--- config.mk ---
export PLATFORM = sky130hd
export DESIGN_NAME = wwd_top
export DESIGN_NICKNAME = d
export VERILOG_FILES = /design/src/rtl/wwd_pkg.sv /design/src/rtl/wwd_top.sv
export SDC_FILE = /design/constraint.sdc
export NUM_CORES = 1
export LEC_CHECK = 0
export ABC_AREA = 1
export BUFFER_PORTS_ARGS = -buffer_cell sky130_fd_sc_hd__buf_2
export CORE_ASPECT_RATIO = 0.75
export CORE_MARGIN = 1
export CORE_UTILIZATION = 30
export CTS_CLUSTER_DIAMETER = 50
export DETAILED_ROUTE_END_ITERATION = 7
export SETUP_SLACK_MARGIN = 0.3
export SYNTH_ARGS = -nofsm -noshare
export SYNTH_HDL_FRONTEND = slang
export SYNTH_SLANG_ARGS = --single-unit
--- constraint.sdc ---
create_clock -name clk -period 4 [get_ports clk]
set_input_delay 0.8 -clock clk [delete_from_list [all_inputs] [get_ports clk]]
set_output_delay 0.8 -clock clk [all_outputs]
set_load 0.01 [all_outputs]
--- src/rtl/wwd_pkg.sv ---
/*
 window watchdog package: register offsets, field layouts, reset values,
 key values and timing constants shared by the watchdog design.
 assumes a classic wishbone slave with 32-bit data and byte addresses.
*/
// Summary of operation
// - watchdog count is a 12-bit down counter behind an 8-bit prescaler with a 3-bit divide select.
// - counter underflow without a prior reload raises a system reset request.
// - reload while count exceeds delta is a violation and raises system reset.
// - software programs the delta value that bounds the reload window.
// - an option holds the counter while the processor is halted in debug.
// - once enabled, write protection blocks writes to configuration registers.
// - counting clock comes from the low-speed internal or external oscillator.
package wwd_pkg;
   localparam logic [7:0] ADDR_CTRL = 8'h00;
   localparam logic [7:0] ADDR_RELOAD = 8'h04;
   localparam logic [7:0] ADDR_DELTA = 8'h08;
   localparam logic [7:0] ADDR_KICK = 8'h0C;
   localparam logic [7:0] ADDR_PROT = 8'h10;
   localparam logic [7:0] ADDR_COUNT = 8'h14;
   localparam logic [7:0] ADDR_STAT = 8'h18;
   localparam logic [7:0] ADDR_MASK = 8'h1C;
   localparam int CNT_W = 12;
   localparam int PRE_W = 3;
   localparam int CTRL_EN = 0;
   localparam int CTRL_DBG_HOLD = 1;
   localparam int CTRL_SRC_EXT = 2;
   localparam int CTRL_PRE_LO = 4;
   localparam int ST_UNDER = 0;
   localparam int ST_EARLY = 1;
   localparam logic [15:0] KICK_KEY = 16'h5FA0;
   localparam logic [15:0] PROT_LOCK_KEY = 16'hCA35;
   localparam logic [15:0] PROT_UNLOCK_KEY = 16'h35CA;
   localparam logic [11:0] RELOAD_RST = 12'hFFF;
   localparam logic [11:0] DELTA_RST = 12'hFFF;
   localparam logic [2:0] PRE_RST = 3'h0;
   localparam logic [1:0] MASK_RST = 2'h3;
   localparam int RST_PULSE_NS = 400;
   localparam int CLK_NS = 40;
   localparam int RST_PULSE_CYC = (RST_PULSE_NS + CLK_NS - 1) / CLK_NS;
   typedef struct packed {
      logic [2:0] pre_sel;
      logic src_ext;
      logic dbg_hold;
      logic en;
   } wwd_ctrl_t;
   typedef struct packed {
      logic early;
      logic under;
   } wwd_evt_t;
endpackage

--- src/rtl/wwd_top.sv ---
/*
 window watchdog with wishbone slave, sticky status, mask and interrupt.
 assumes the low-speed oscillator clocks arrive as plain pins and are
 sampled on clk; the system reset controller consumes sys_rst_req.
*/
`timescale 1ns/1ps
module wwd_top (
   // clock and reset
   input wire logic clk,
   input wire logic rst,
   // wishbone slave
   input wire logic wb_cyc_i,
   input wire logic wb_stb_i,
   input wire logic wb_we_i,
   input wire logic [7:0] wb_adr_i,
   input wire logic [3:0] wb_sel_i,
   input wire logic [31:0] wb_dat_i,
   output logic [31:0] wb_dat_o,
   output logic wb_ack_o,
   // oscillators and debug
   input wire logic low_speed_internal_osc,
   input wire logic low_speed_external_osc,
   input wire logic cpu_halted,
   // outputs
   output logic sys_rst_req,
   output logic irq
);
   ////////////////////////////////////////////////////////////////////////
   wwd_pkg::wwd_ctrl_t ctrl;
   wwd_pkg::wwd_evt_t stat;
   wwd_pkg::wwd_evt_t mask;
   logic [11:0] reload;
   logic [11:0] delta;
   logic [11:0] count;
   logic [7:0] pre_cnt;
   logic locked;
   logic [1:0] int_sync;
   logic [1:0] ext_sync;
   logic [1:0] halt_sync;
   logic osc_prev;
   logic [3:0] pulse_cnt;
   logic wr;
   logic rd_en;
   logic kick;
   logic osc_lvl;
   logic osc_edge;
   logic tick;
   logic early;
   logic under;
   logic [7:0] pre_lim;

   function automatic logic hit(input logic [7:0] a, input logic [7:0] off);
      hit = (a == off);
   endfunction

   ////////////////////////////////////////////////////////////////////////
   // bus decode
   // writes land at the edge where the master samples ack high
   assign wr = wb_cyc_i && wb_stb_i && wb_we_i && wb_ack_o && wb_sel_i[0];
   assign rd_en = wb_cyc_i && wb_stb_i && !wb_ack_o;
   assign kick = wr && hit(wb_adr_i, wwd_pkg::ADDR_KICK)
      && wb_sel_i[1] && wb_dat_i[15:0] == wwd_pkg::KICK_KEY;
   assign early = kick && (count > delta);
   assign under = tick && ctrl.en && (count == 12'h000);

   always_ff @(posedge clk) begin
      if (rst) begin
         wb_ack_o <= 1'b0;
      end else begin
         wb_ack_o <= wb_cyc_i && wb_stb_i && !wb_ack_o;
      end
   end

   always_ff @(posedge clk) begin
      if (rst) begin
         wb_dat_o <= 32'h0000_0000;
      end else if (rd_en) begin
         case (wb_adr_i)
            wwd_pkg::ADDR_CTRL: wb_dat_o <= {25'h0, ctrl.pre_sel, 1'b0,
               ctrl.src_ext, ctrl.dbg_hold, ctrl.en};
            wwd_pkg::ADDR_RELOAD: wb_dat_o <= {20'h0, reload};
            wwd_pkg::ADDR_DELTA: wb_dat_o <= {20'h0, delta};
            wwd_pkg::ADDR_PROT: wb_dat_o <= {31'h0, locked};
            wwd_pkg::ADDR_COUNT: wb_dat_o <= {20'h0, count};
            wwd_pkg::ADDR_STAT: wb_dat_o <= {30'h0, stat};
            wwd_pkg::ADDR_MASK: wb_dat_o <= {30'h0, mask};
            default: wb_dat_o <= 32'h0000_0000;
         endcase
      end
   end

   ////////////////////////////////////////////////////////////////////////
   // configuration, write protected
   always_ff @(posedge clk) begin
      if (rst) begin
         locked <= 1'b0;
      end else if (wr && hit(wb_adr_i, wwd_pkg::ADDR_PROT) && wb_sel_i[1]) begin
         if (wb_dat_i[15:0] == wwd_pkg::PROT_LOCK_KEY) begin
            locked <= 1'b1;
         end else if (wb_dat_i[15:0] == wwd_pkg::PROT_UNLOCK_KEY) begin
            locked <= 1'b0;
         end
      end
   end

   always_ff @(posedge clk) begin
      if (rst) begin
         ctrl <= '0;
         ctrl.pre_sel <= wwd_pkg::PRE_RST;
         reload <= wwd_pkg::RELOAD_RST;
         delta <= wwd_pkg::DELTA_RST;
      end else if (wr && !locked && wb_sel_i[1]) begin
         if (hit(wb_adr_i, wwd_pkg::ADDR_CTRL)) begin
            ctrl.en <= wb_dat_i[wwd_pkg::CTRL_EN];
            ctrl.dbg_hold <= wb_dat_i[wwd_pkg::CTRL_DBG_HOLD];
            ctrl.src_ext <= wb_dat_i[wwd_pkg::CTRL_SRC_EXT];
            ctrl.pre_sel <= wb_dat_i[wwd_pkg::CTRL_PRE_LO +: 3];
         end
         if (hit(wb_adr_i, wwd_pkg::ADDR_RELOAD)) begin
            reload <= wb_dat_i[11:0];
         end
         if (hit(wb_adr_i, wwd_pkg::ADDR_DELTA)) begin
            delta <= wb_dat_i[11:0];
         end
      end
   end

   ////////////////////////////////////////////////////////////////////////
   // oscillator and halt synchronisers
   always_ff @(posedge clk) begin
      if (rst) begin
         int_sync <= 2'h0;
         ext_sync <= 2'h0;
         halt_sync <= 2'h0;
         osc_prev <= 1'b0;
      end else begin
         int_sync <= {int_sync[0], low_speed_internal_osc};
         ext_sync <= {ext_sync[0], low_speed_external_osc};
         halt_sync <= {halt_sync[0], cpu_halted};
         osc_prev <= osc_lvl;
      end
   end
   assign osc_lvl = ctrl.src_ext ? ext_sync[1] : int_sync[1];
   assign osc_edge = osc_lvl && !osc_prev;

   ////////////////////////////////////////////////////////////////////////
   // prescaler and counter
   assign pre_lim = 8'((9'h001 << ctrl.pre_sel) - 9'h001);
   assign tick = osc_edge && (pre_cnt == pre_lim)
      && !(ctrl.dbg_hold && halt_sync[1]);

   always_ff @(posedge clk) begin
      if (rst) begin
         pre_cnt <= 8'h00;
      end else if (kick || !ctrl.en) begin
         pre_cnt <= 8'h00;
      end else if (osc_edge && !(ctrl.dbg_hold && halt_sync[1])) begin
         pre_cnt <= (pre_cnt == pre_lim) ? 8'h00 : pre_cnt + 8'h01;
      end
   end

   always_ff @(posedge clk) begin
      if (rst) begin
         count <= wwd_pkg::RELOAD_RST;
      end else if (kick || !ctrl.en) begin
         count <= reload;
      end else if (under) begin
         count <= reload;
      end else if (tick) begin
         count <= count - 12'h001;
      end
   end

   ////////////////////////////////////////////////////////////////////////
   // reset request, status and interrupt
   always_ff @(posedge clk) begin
      if (rst) begin
         pulse_cnt <= 4'h0;
      end else if ((under || (early && ctrl.en)) && pulse_cnt == 4'h0) begin
         pulse_cnt <= 4'(wwd_pkg::RST_PULSE_CYC);
      end else if (pulse_cnt != 4'h0) begin
         pulse_cnt <= pulse_cnt - 4'h1;
      end
   end

   always_ff @(posedge clk) begin
      if (rst) begin
         sys_rst_req <= 1'b0;
      end else begin
         sys_rst_req <= (under || (early && ctrl.en)) || pulse_cnt > 4'h1;
      end
   end

   always_ff @(posedge clk) begin
      if (rst) begin
         stat <= '0;
         mask <= wwd_pkg::MASK_RST;
      end else begin
         if (wr && hit(wb_adr_i, wwd_pkg::ADDR_MASK)) begin
            mask <= wb_dat_i[1:0];
         end
         stat.under <= under || (stat.under && !(wr && hit(wb_adr_i, wwd_pkg::ADDR_STAT)
            && wb_dat_i[wwd_pkg::ST_UNDER]));
         stat.early <= (early && ctrl.en) || (stat.early && !(wr
            && hit(wb_adr_i, wwd_pkg::ADDR_STAT) && wb_dat_i[wwd_pkg::ST_EARLY]));
      end
   end

   always_ff @(posedge clk) begin
      if (rst) begin
         irq <= 1'b0;
      end else begin
         irq <= |(stat & mask);
      end
   end
endmodule

* Yosys cells after proc, flatten, opt, wreduce, memory -nomap -nowiden
Index checks and enable logic that the tools add are counted.
** Word-level totals
- Output and inout bits :: 35
- Input bits :: 52
- Register bits after elaboration :: 101
- Logic and storage cells :: 106
** Operators by class
- Bitwise gates (word level) :: 1
- Eq/ne operators :: 11
- Muxes and demuxes :: 10
- Shift operators :: 1
- $lt $le $gt $ge :: 2
- $add $sub $neg :: 4
- Reduce and logical (&&, ||, !) cells :: 54
** Operators with widths (count)
- 12-bit case mux with 7 select lines :: 1
- 12-bit 2-to-1 mux :: 3
- 8-bit by 5-bit equality test with 1-bit output (second input constant) :: 4
- 1-bit logical AND :: 28
- 16-bit by 14-bit equality test with 1-bit output (second input constant) :: 1
- 16-bit by 15-bit equality test with 1-bit output (second input constant) :: 1
- 16-bit equality test (second input constant) :: 1
- 8-bit by 4-bit equality test with 1-bit output (second input constant) :: 2
- 12-bit > comparator :: 1
- 12-bit zero test :: 1
- 12-bit by 1-bit subtractor with 12-bit output (second input constant) :: 1
- 8-bit by 1-bit adder with 8-bit output (second input constant) :: 1
- 8-bit by 3-bit equality test with 1-bit output (second input constant) :: 1
- 8-bit equality test :: 1
- 8-bit zero test :: 1
- 4-bit 2-to-1 mux :: 2
- 8-bit 2-to-1 mux :: 1
- 2-bit AND reduction :: 4
- 1-bit by 3-bit << shifter with 8-bit output (first input constant) :: 1
- 8-bit by 1-bit subtractor with 8-bit output (second input constant) :: 1
- 1-bit zero test :: 7
- 2-bit OR reduction :: 3
- 1-bit logical OR :: 5
- 4-bit by 1-bit > comparator with 1-bit output (second input constant) :: 1
- 7 further kinds :: 10

* Logic depth before layout (Yosys ltp)
- Depth after elaboration :: 12
- Mapped depth :: 14

* Least setup slack after synthesis
No wires, ideal clock.
- Kind :: in2reg
- From :: in wb_adr_i[7]
- To :: reg count[6]
- Data arrival time :: 1.870 ns
- Setup slack :: 2.017 ns
- Stages :: 11
- Required time :: 3.887 ns
- Buffers on the path :: 1
- Cells stage by stage :: nor2_1 > nand3_2 > inv_1 > nand3_1 > nor2_1 > nor2_4 > nand2_2 > buf_6 > o21ai_1 > inv_1 > nand2_1
** On the way
- Word-level cells in the longest chain between the ends :: 6
** Ends and longest elaborated chain
- start: declaration :: line wwd_top.sv:15 : input wire logic [7:0] wb_adr_i,
- 8-bit by 4-bit equality test with 1-bit output (*) :: line wwd_top.sv:53 : hit = (a == off);
- 1-bit logical AND (*) :: line wwd_top.sv:61 : assign kick = wr && hit(wb_adr_i, wwd_pkg::ADDR_KICK)
- 1-bit logical AND (*) (2 in a row) :: line wwd_top.sv:62 : && wb_sel_i[1] && wb_dat_i[15:0] == wwd_pkg::KICK_KEY;
- 1-bit logical OR (*) :: line wwd_top.sv:165 : end else if (kick || !ctrl.en) begin
- 3-bit nonzero test (no source line) / 12-bit 2-to-1 mux (equally long branches)
- end signal: assignment :: line wwd_top.sv:164 : count <= wwd_pkg::RELOAD_RST;
- end signal: assignment :: line wwd_top.sv:166 : count <= reload;
- end signal: assignment :: line wwd_top.sv:168 : count <= reload;
- end: declaration :: line wwd_top.sv:34 : logic [11:0] count;
Every way passes the cells marked *; elsewhere a longest branch is shown, timed or not.
A chain may end at the register's enable or synchronous reset.

* Worst setup path after layout
- From :: in wb_dat_i[7]
- To :: reg count[11]
** On the way
- Word-level cells in the longest chain between the ends :: 4
** Ends and longest elaborated chain
- start: declaration :: line wwd_top.sv:17 : input wire logic [31:0] wb_dat_i,
- 16-bit by 15-bit equality test with 1-bit output (*) :: line wwd_top.sv:62
- 1-bit logical AND (*) :: line wwd_top.sv:62
- 1-bit logical OR (*) :: line wwd_top.sv:165
- 3-bit nonzero test (no source line) / 12-bit 2-to-1 mux (equally long branches)
Marked as above.

==> summary.txt <==
Status
  – Outcome: finished clean

Clocking
  – Clock buffer depth: 2
  – CTS H-tree lvls: 3
  – CTS Buf Count: 9
  – Root buffer cell: clkbuf_16
  – Hold Buf Count CTS: 0
  – Worst skew pair latency: 350 ps
  – Clock transition at the registers of the reported paths: 60 ps
  – CTS tree: yes
  – Post-CTS sizing: 0
  – Clk sinks: 81
  – Postcts setup bufs: 0

Routing
  – Via density: 4.70
  – Routed len/inst: 13.9 um
  – Post-Route WL: 12.9 mm
  – Detailed-route via count: 4350
  – First drt pass iteration count: 5
  – Initial DRC count: 325
  – # DRC: 0
  – Post-route ant nets: 0

Placed design
  – Number of port buffers: 48
  – Post-place setup slack: 1250 ps
  – Final Wtd Congestion: 0.870
  – Hpwl dp: 9.65 mm
  – Cells after DPL: 911

Logic synthesis
  – Sequential fraction of the synthesis area: 35.0%
  – Post-synth ARST share: 0%
  – Post-synth EDFFs: 0
  – Synth Register Bits: 81
  – Predominant post-synthesis flop cell: dfxtp_1
  – Average cell area after synthesis: 6.80 um^2
  – Synth cell types: 36
  – Syn. warnings: 0
  – Mapped cell area: 4630 um^2
  – Synth Instances: 681

Die
  – Initial Util: 31.3%
  – Core area: 14800 um^2
  – Die Width: 145 um
  – Die H: 110 um
  – Boundary pin count: 87
  – Cell Rows: 38
  – Die ar.: 15900 um^2

Worst hold path
  – HP Class: register to register
  – Cell count of the worst hold path: 2

Pwr
  – Sw Pwr: 505 uW
  – Combinational Power Share: 11.4%
  – Switching Share: 27.2%
  – Clock share of power: 42.4%
  – Reg power frac: 46.2%
  – Worst vdd ir: 264 uV
  – Pwr dens: 355 nW/um^2
  – Design Power: 1860 uW
  – P_int: 1350 uW
  – Pleak: 0.00261 uW

Timing
  – Setup TNS: 0 ps
  – Final setup fails: 0
  – Tightest Pin Transition: 679 ps
  – Fin crit share: 61.1%
  – Max Clk Rate: 409 MHz
  – Hold Vio Cnt, Final: 0
  – RSZ-0062 raised after global routing: no
  – Worst hold slack: 400 ps
  – Final min period: 2440 ps
  – Clk_skew: 11.4 ps
  – Setup ws final: 1560 ps
  – Final-report max-slew violation count: 0
  – Rel. slew slack: 54.6%

Critical path
  – Setup CP Type: input pin to register
  – CP arrival: 2680 ps
  – Flop2flop setup slack: 1600 ps
  – Critical Path Fanout Max: 24
  – Critical path capture point type: register
  – Worst path required time: 4240 ps
  – Crit start category: input pin
  – R2r worst-path depth: 11

Layout
  – Diode count: 0
  – Nets: 790
  – Register Area: 1620 um^2
  – Post-Layout Cell Count: 926
  – Layout area overhead: 13.0%
  – Fillers: 1613
  – Area occupied by multi-input gates: 2390 um^2
  – Most common cell after layout, fill and taps aside: nand2_1
  – Layout cells sized above 1: 13.1%
  – Most frequent cells in the layout: 136 x nand2_1, 104 x inv_1, 81 x dfxtp_1

Flow run
  – Max capacitance violation total: 0

Global routing
  – Largest net degree at the start of global routing: 52
  – Initial antenna violation count: 0
  – First-pass GRT wire length: 20.9 mm
  – All-Layer GR Usage: 17.0%
  – Congestion Overflow GR: 0
  – Vias in the first global route: 3910
==> cell usage after synthesis, types with 2 or more instances <==
library cell  count  area share, %
o211ai_1          3           0.49
ha_1             16            4.3
nand3_1          45            4.9
inv_1           104            8.4
nand3_2           5            1.1
buf_4            21            3.4
nand2_2           5           0.68
clkbuf_1         13            1.1
xor2_1            8            1.5
nor2_2            6           0.81
o21ai_1          12            1.3
nor3_1            9           0.97
o21ai_0          47            5.1
nor3_2            2           0.43
buf_6             5            1.2
inv_2             3           0.24
buf_2             4           0.43
xnor2_1           3           0.57
o221ai_1          4           0.76
clkinv_1          2           0.16
nor2_1           54            4.4
nor2_4            4           0.97
dfxtp_1          81             35
o22ai_1           8            1.1
a21oi_1          57            6.2
nand3b_1          6           0.97
nand4_1           8            1.1
nand2_1         136             11
nor4_1            3           0.41
==> critical path: stages <==
cell	delay [ps]
buf_2	150
inv_1	70
nor2_1	200
nand2_1	90
nor2_1	100
nand3_1	80
nor2_1	290
nor2_4	160
nand2_2	450
o21ai_0	160
inv_1	80
nand2_1	50
==> final cells by class <==
class	instances	share of cell area (%)
clock inverter	5	0.741
tap	200	4.78
inverter	109	7.82
multi-input combinational	467	45.6
clock buffer	10	4.57
sequential	81	31.0
timing repair buffer	54	5.45
==> state kept, by name (all words and copies together) (netlist names), 4 cells and up <==
register and cells:
ctrl 6, wb_dat_o 12, delta 12, count 12
pre_cnt 8, reload 12, pulse_cnt 4
==> layer usage <==
metal  share of wire, %  global-route usage (%)  vias to the layer above  routed length (um)
met5                  0                       0                        -                   0
met4                1.3                    4.14                        0                 165
met3                8.5                    4.23                       15                1090
met2                 37                    23.7                      159                4830
met1                 53                    25.5                     1939                6810
li1                   -                       -                     2237                   -
==> per-stage QoR <==
stage               util [%]  cell area [um^2]
finish                  35.4              5230
CTS                     35.4              5230
global route            35.4              5230
floorplan                  -              4700
global placement        33.5              4950
detailed placement      33.5              4950
==> power groups by stage <==
stage	registers, uW	clock network [uW]	logic (uW)
after floorplan	874	0	158
after global placement	875	0	211
after detailed placement	875	0	211
after CTS	857	802	212
after global routing	861	832	249
final	857	787	212
==> kinds of logic after synthesis <==
kind of cell | after synthesis | share of synthesized area [%]
simple gates | 283 | 27.7
buf+inv | 152 | 14.9
compound gates | 137 | 15.9
flops | 81 | 35.0
fa+ha+maj | 16 | 4.32
xor+xnor | 11 | 2.08
other cells | 1 | 0.0810
==> worst paths after layout <==
check | start | endpoint
setup / recovery | wb_dat_i[7] | count[11]
hold / removal | halt_sync[0] | halt_sync[1]
setup reg to reg | count[0] | count[4]
hold reg to reg | halt_sync[0] | halt_sync[1]
No activity file was read; power rests on OpenSTA's default activity.
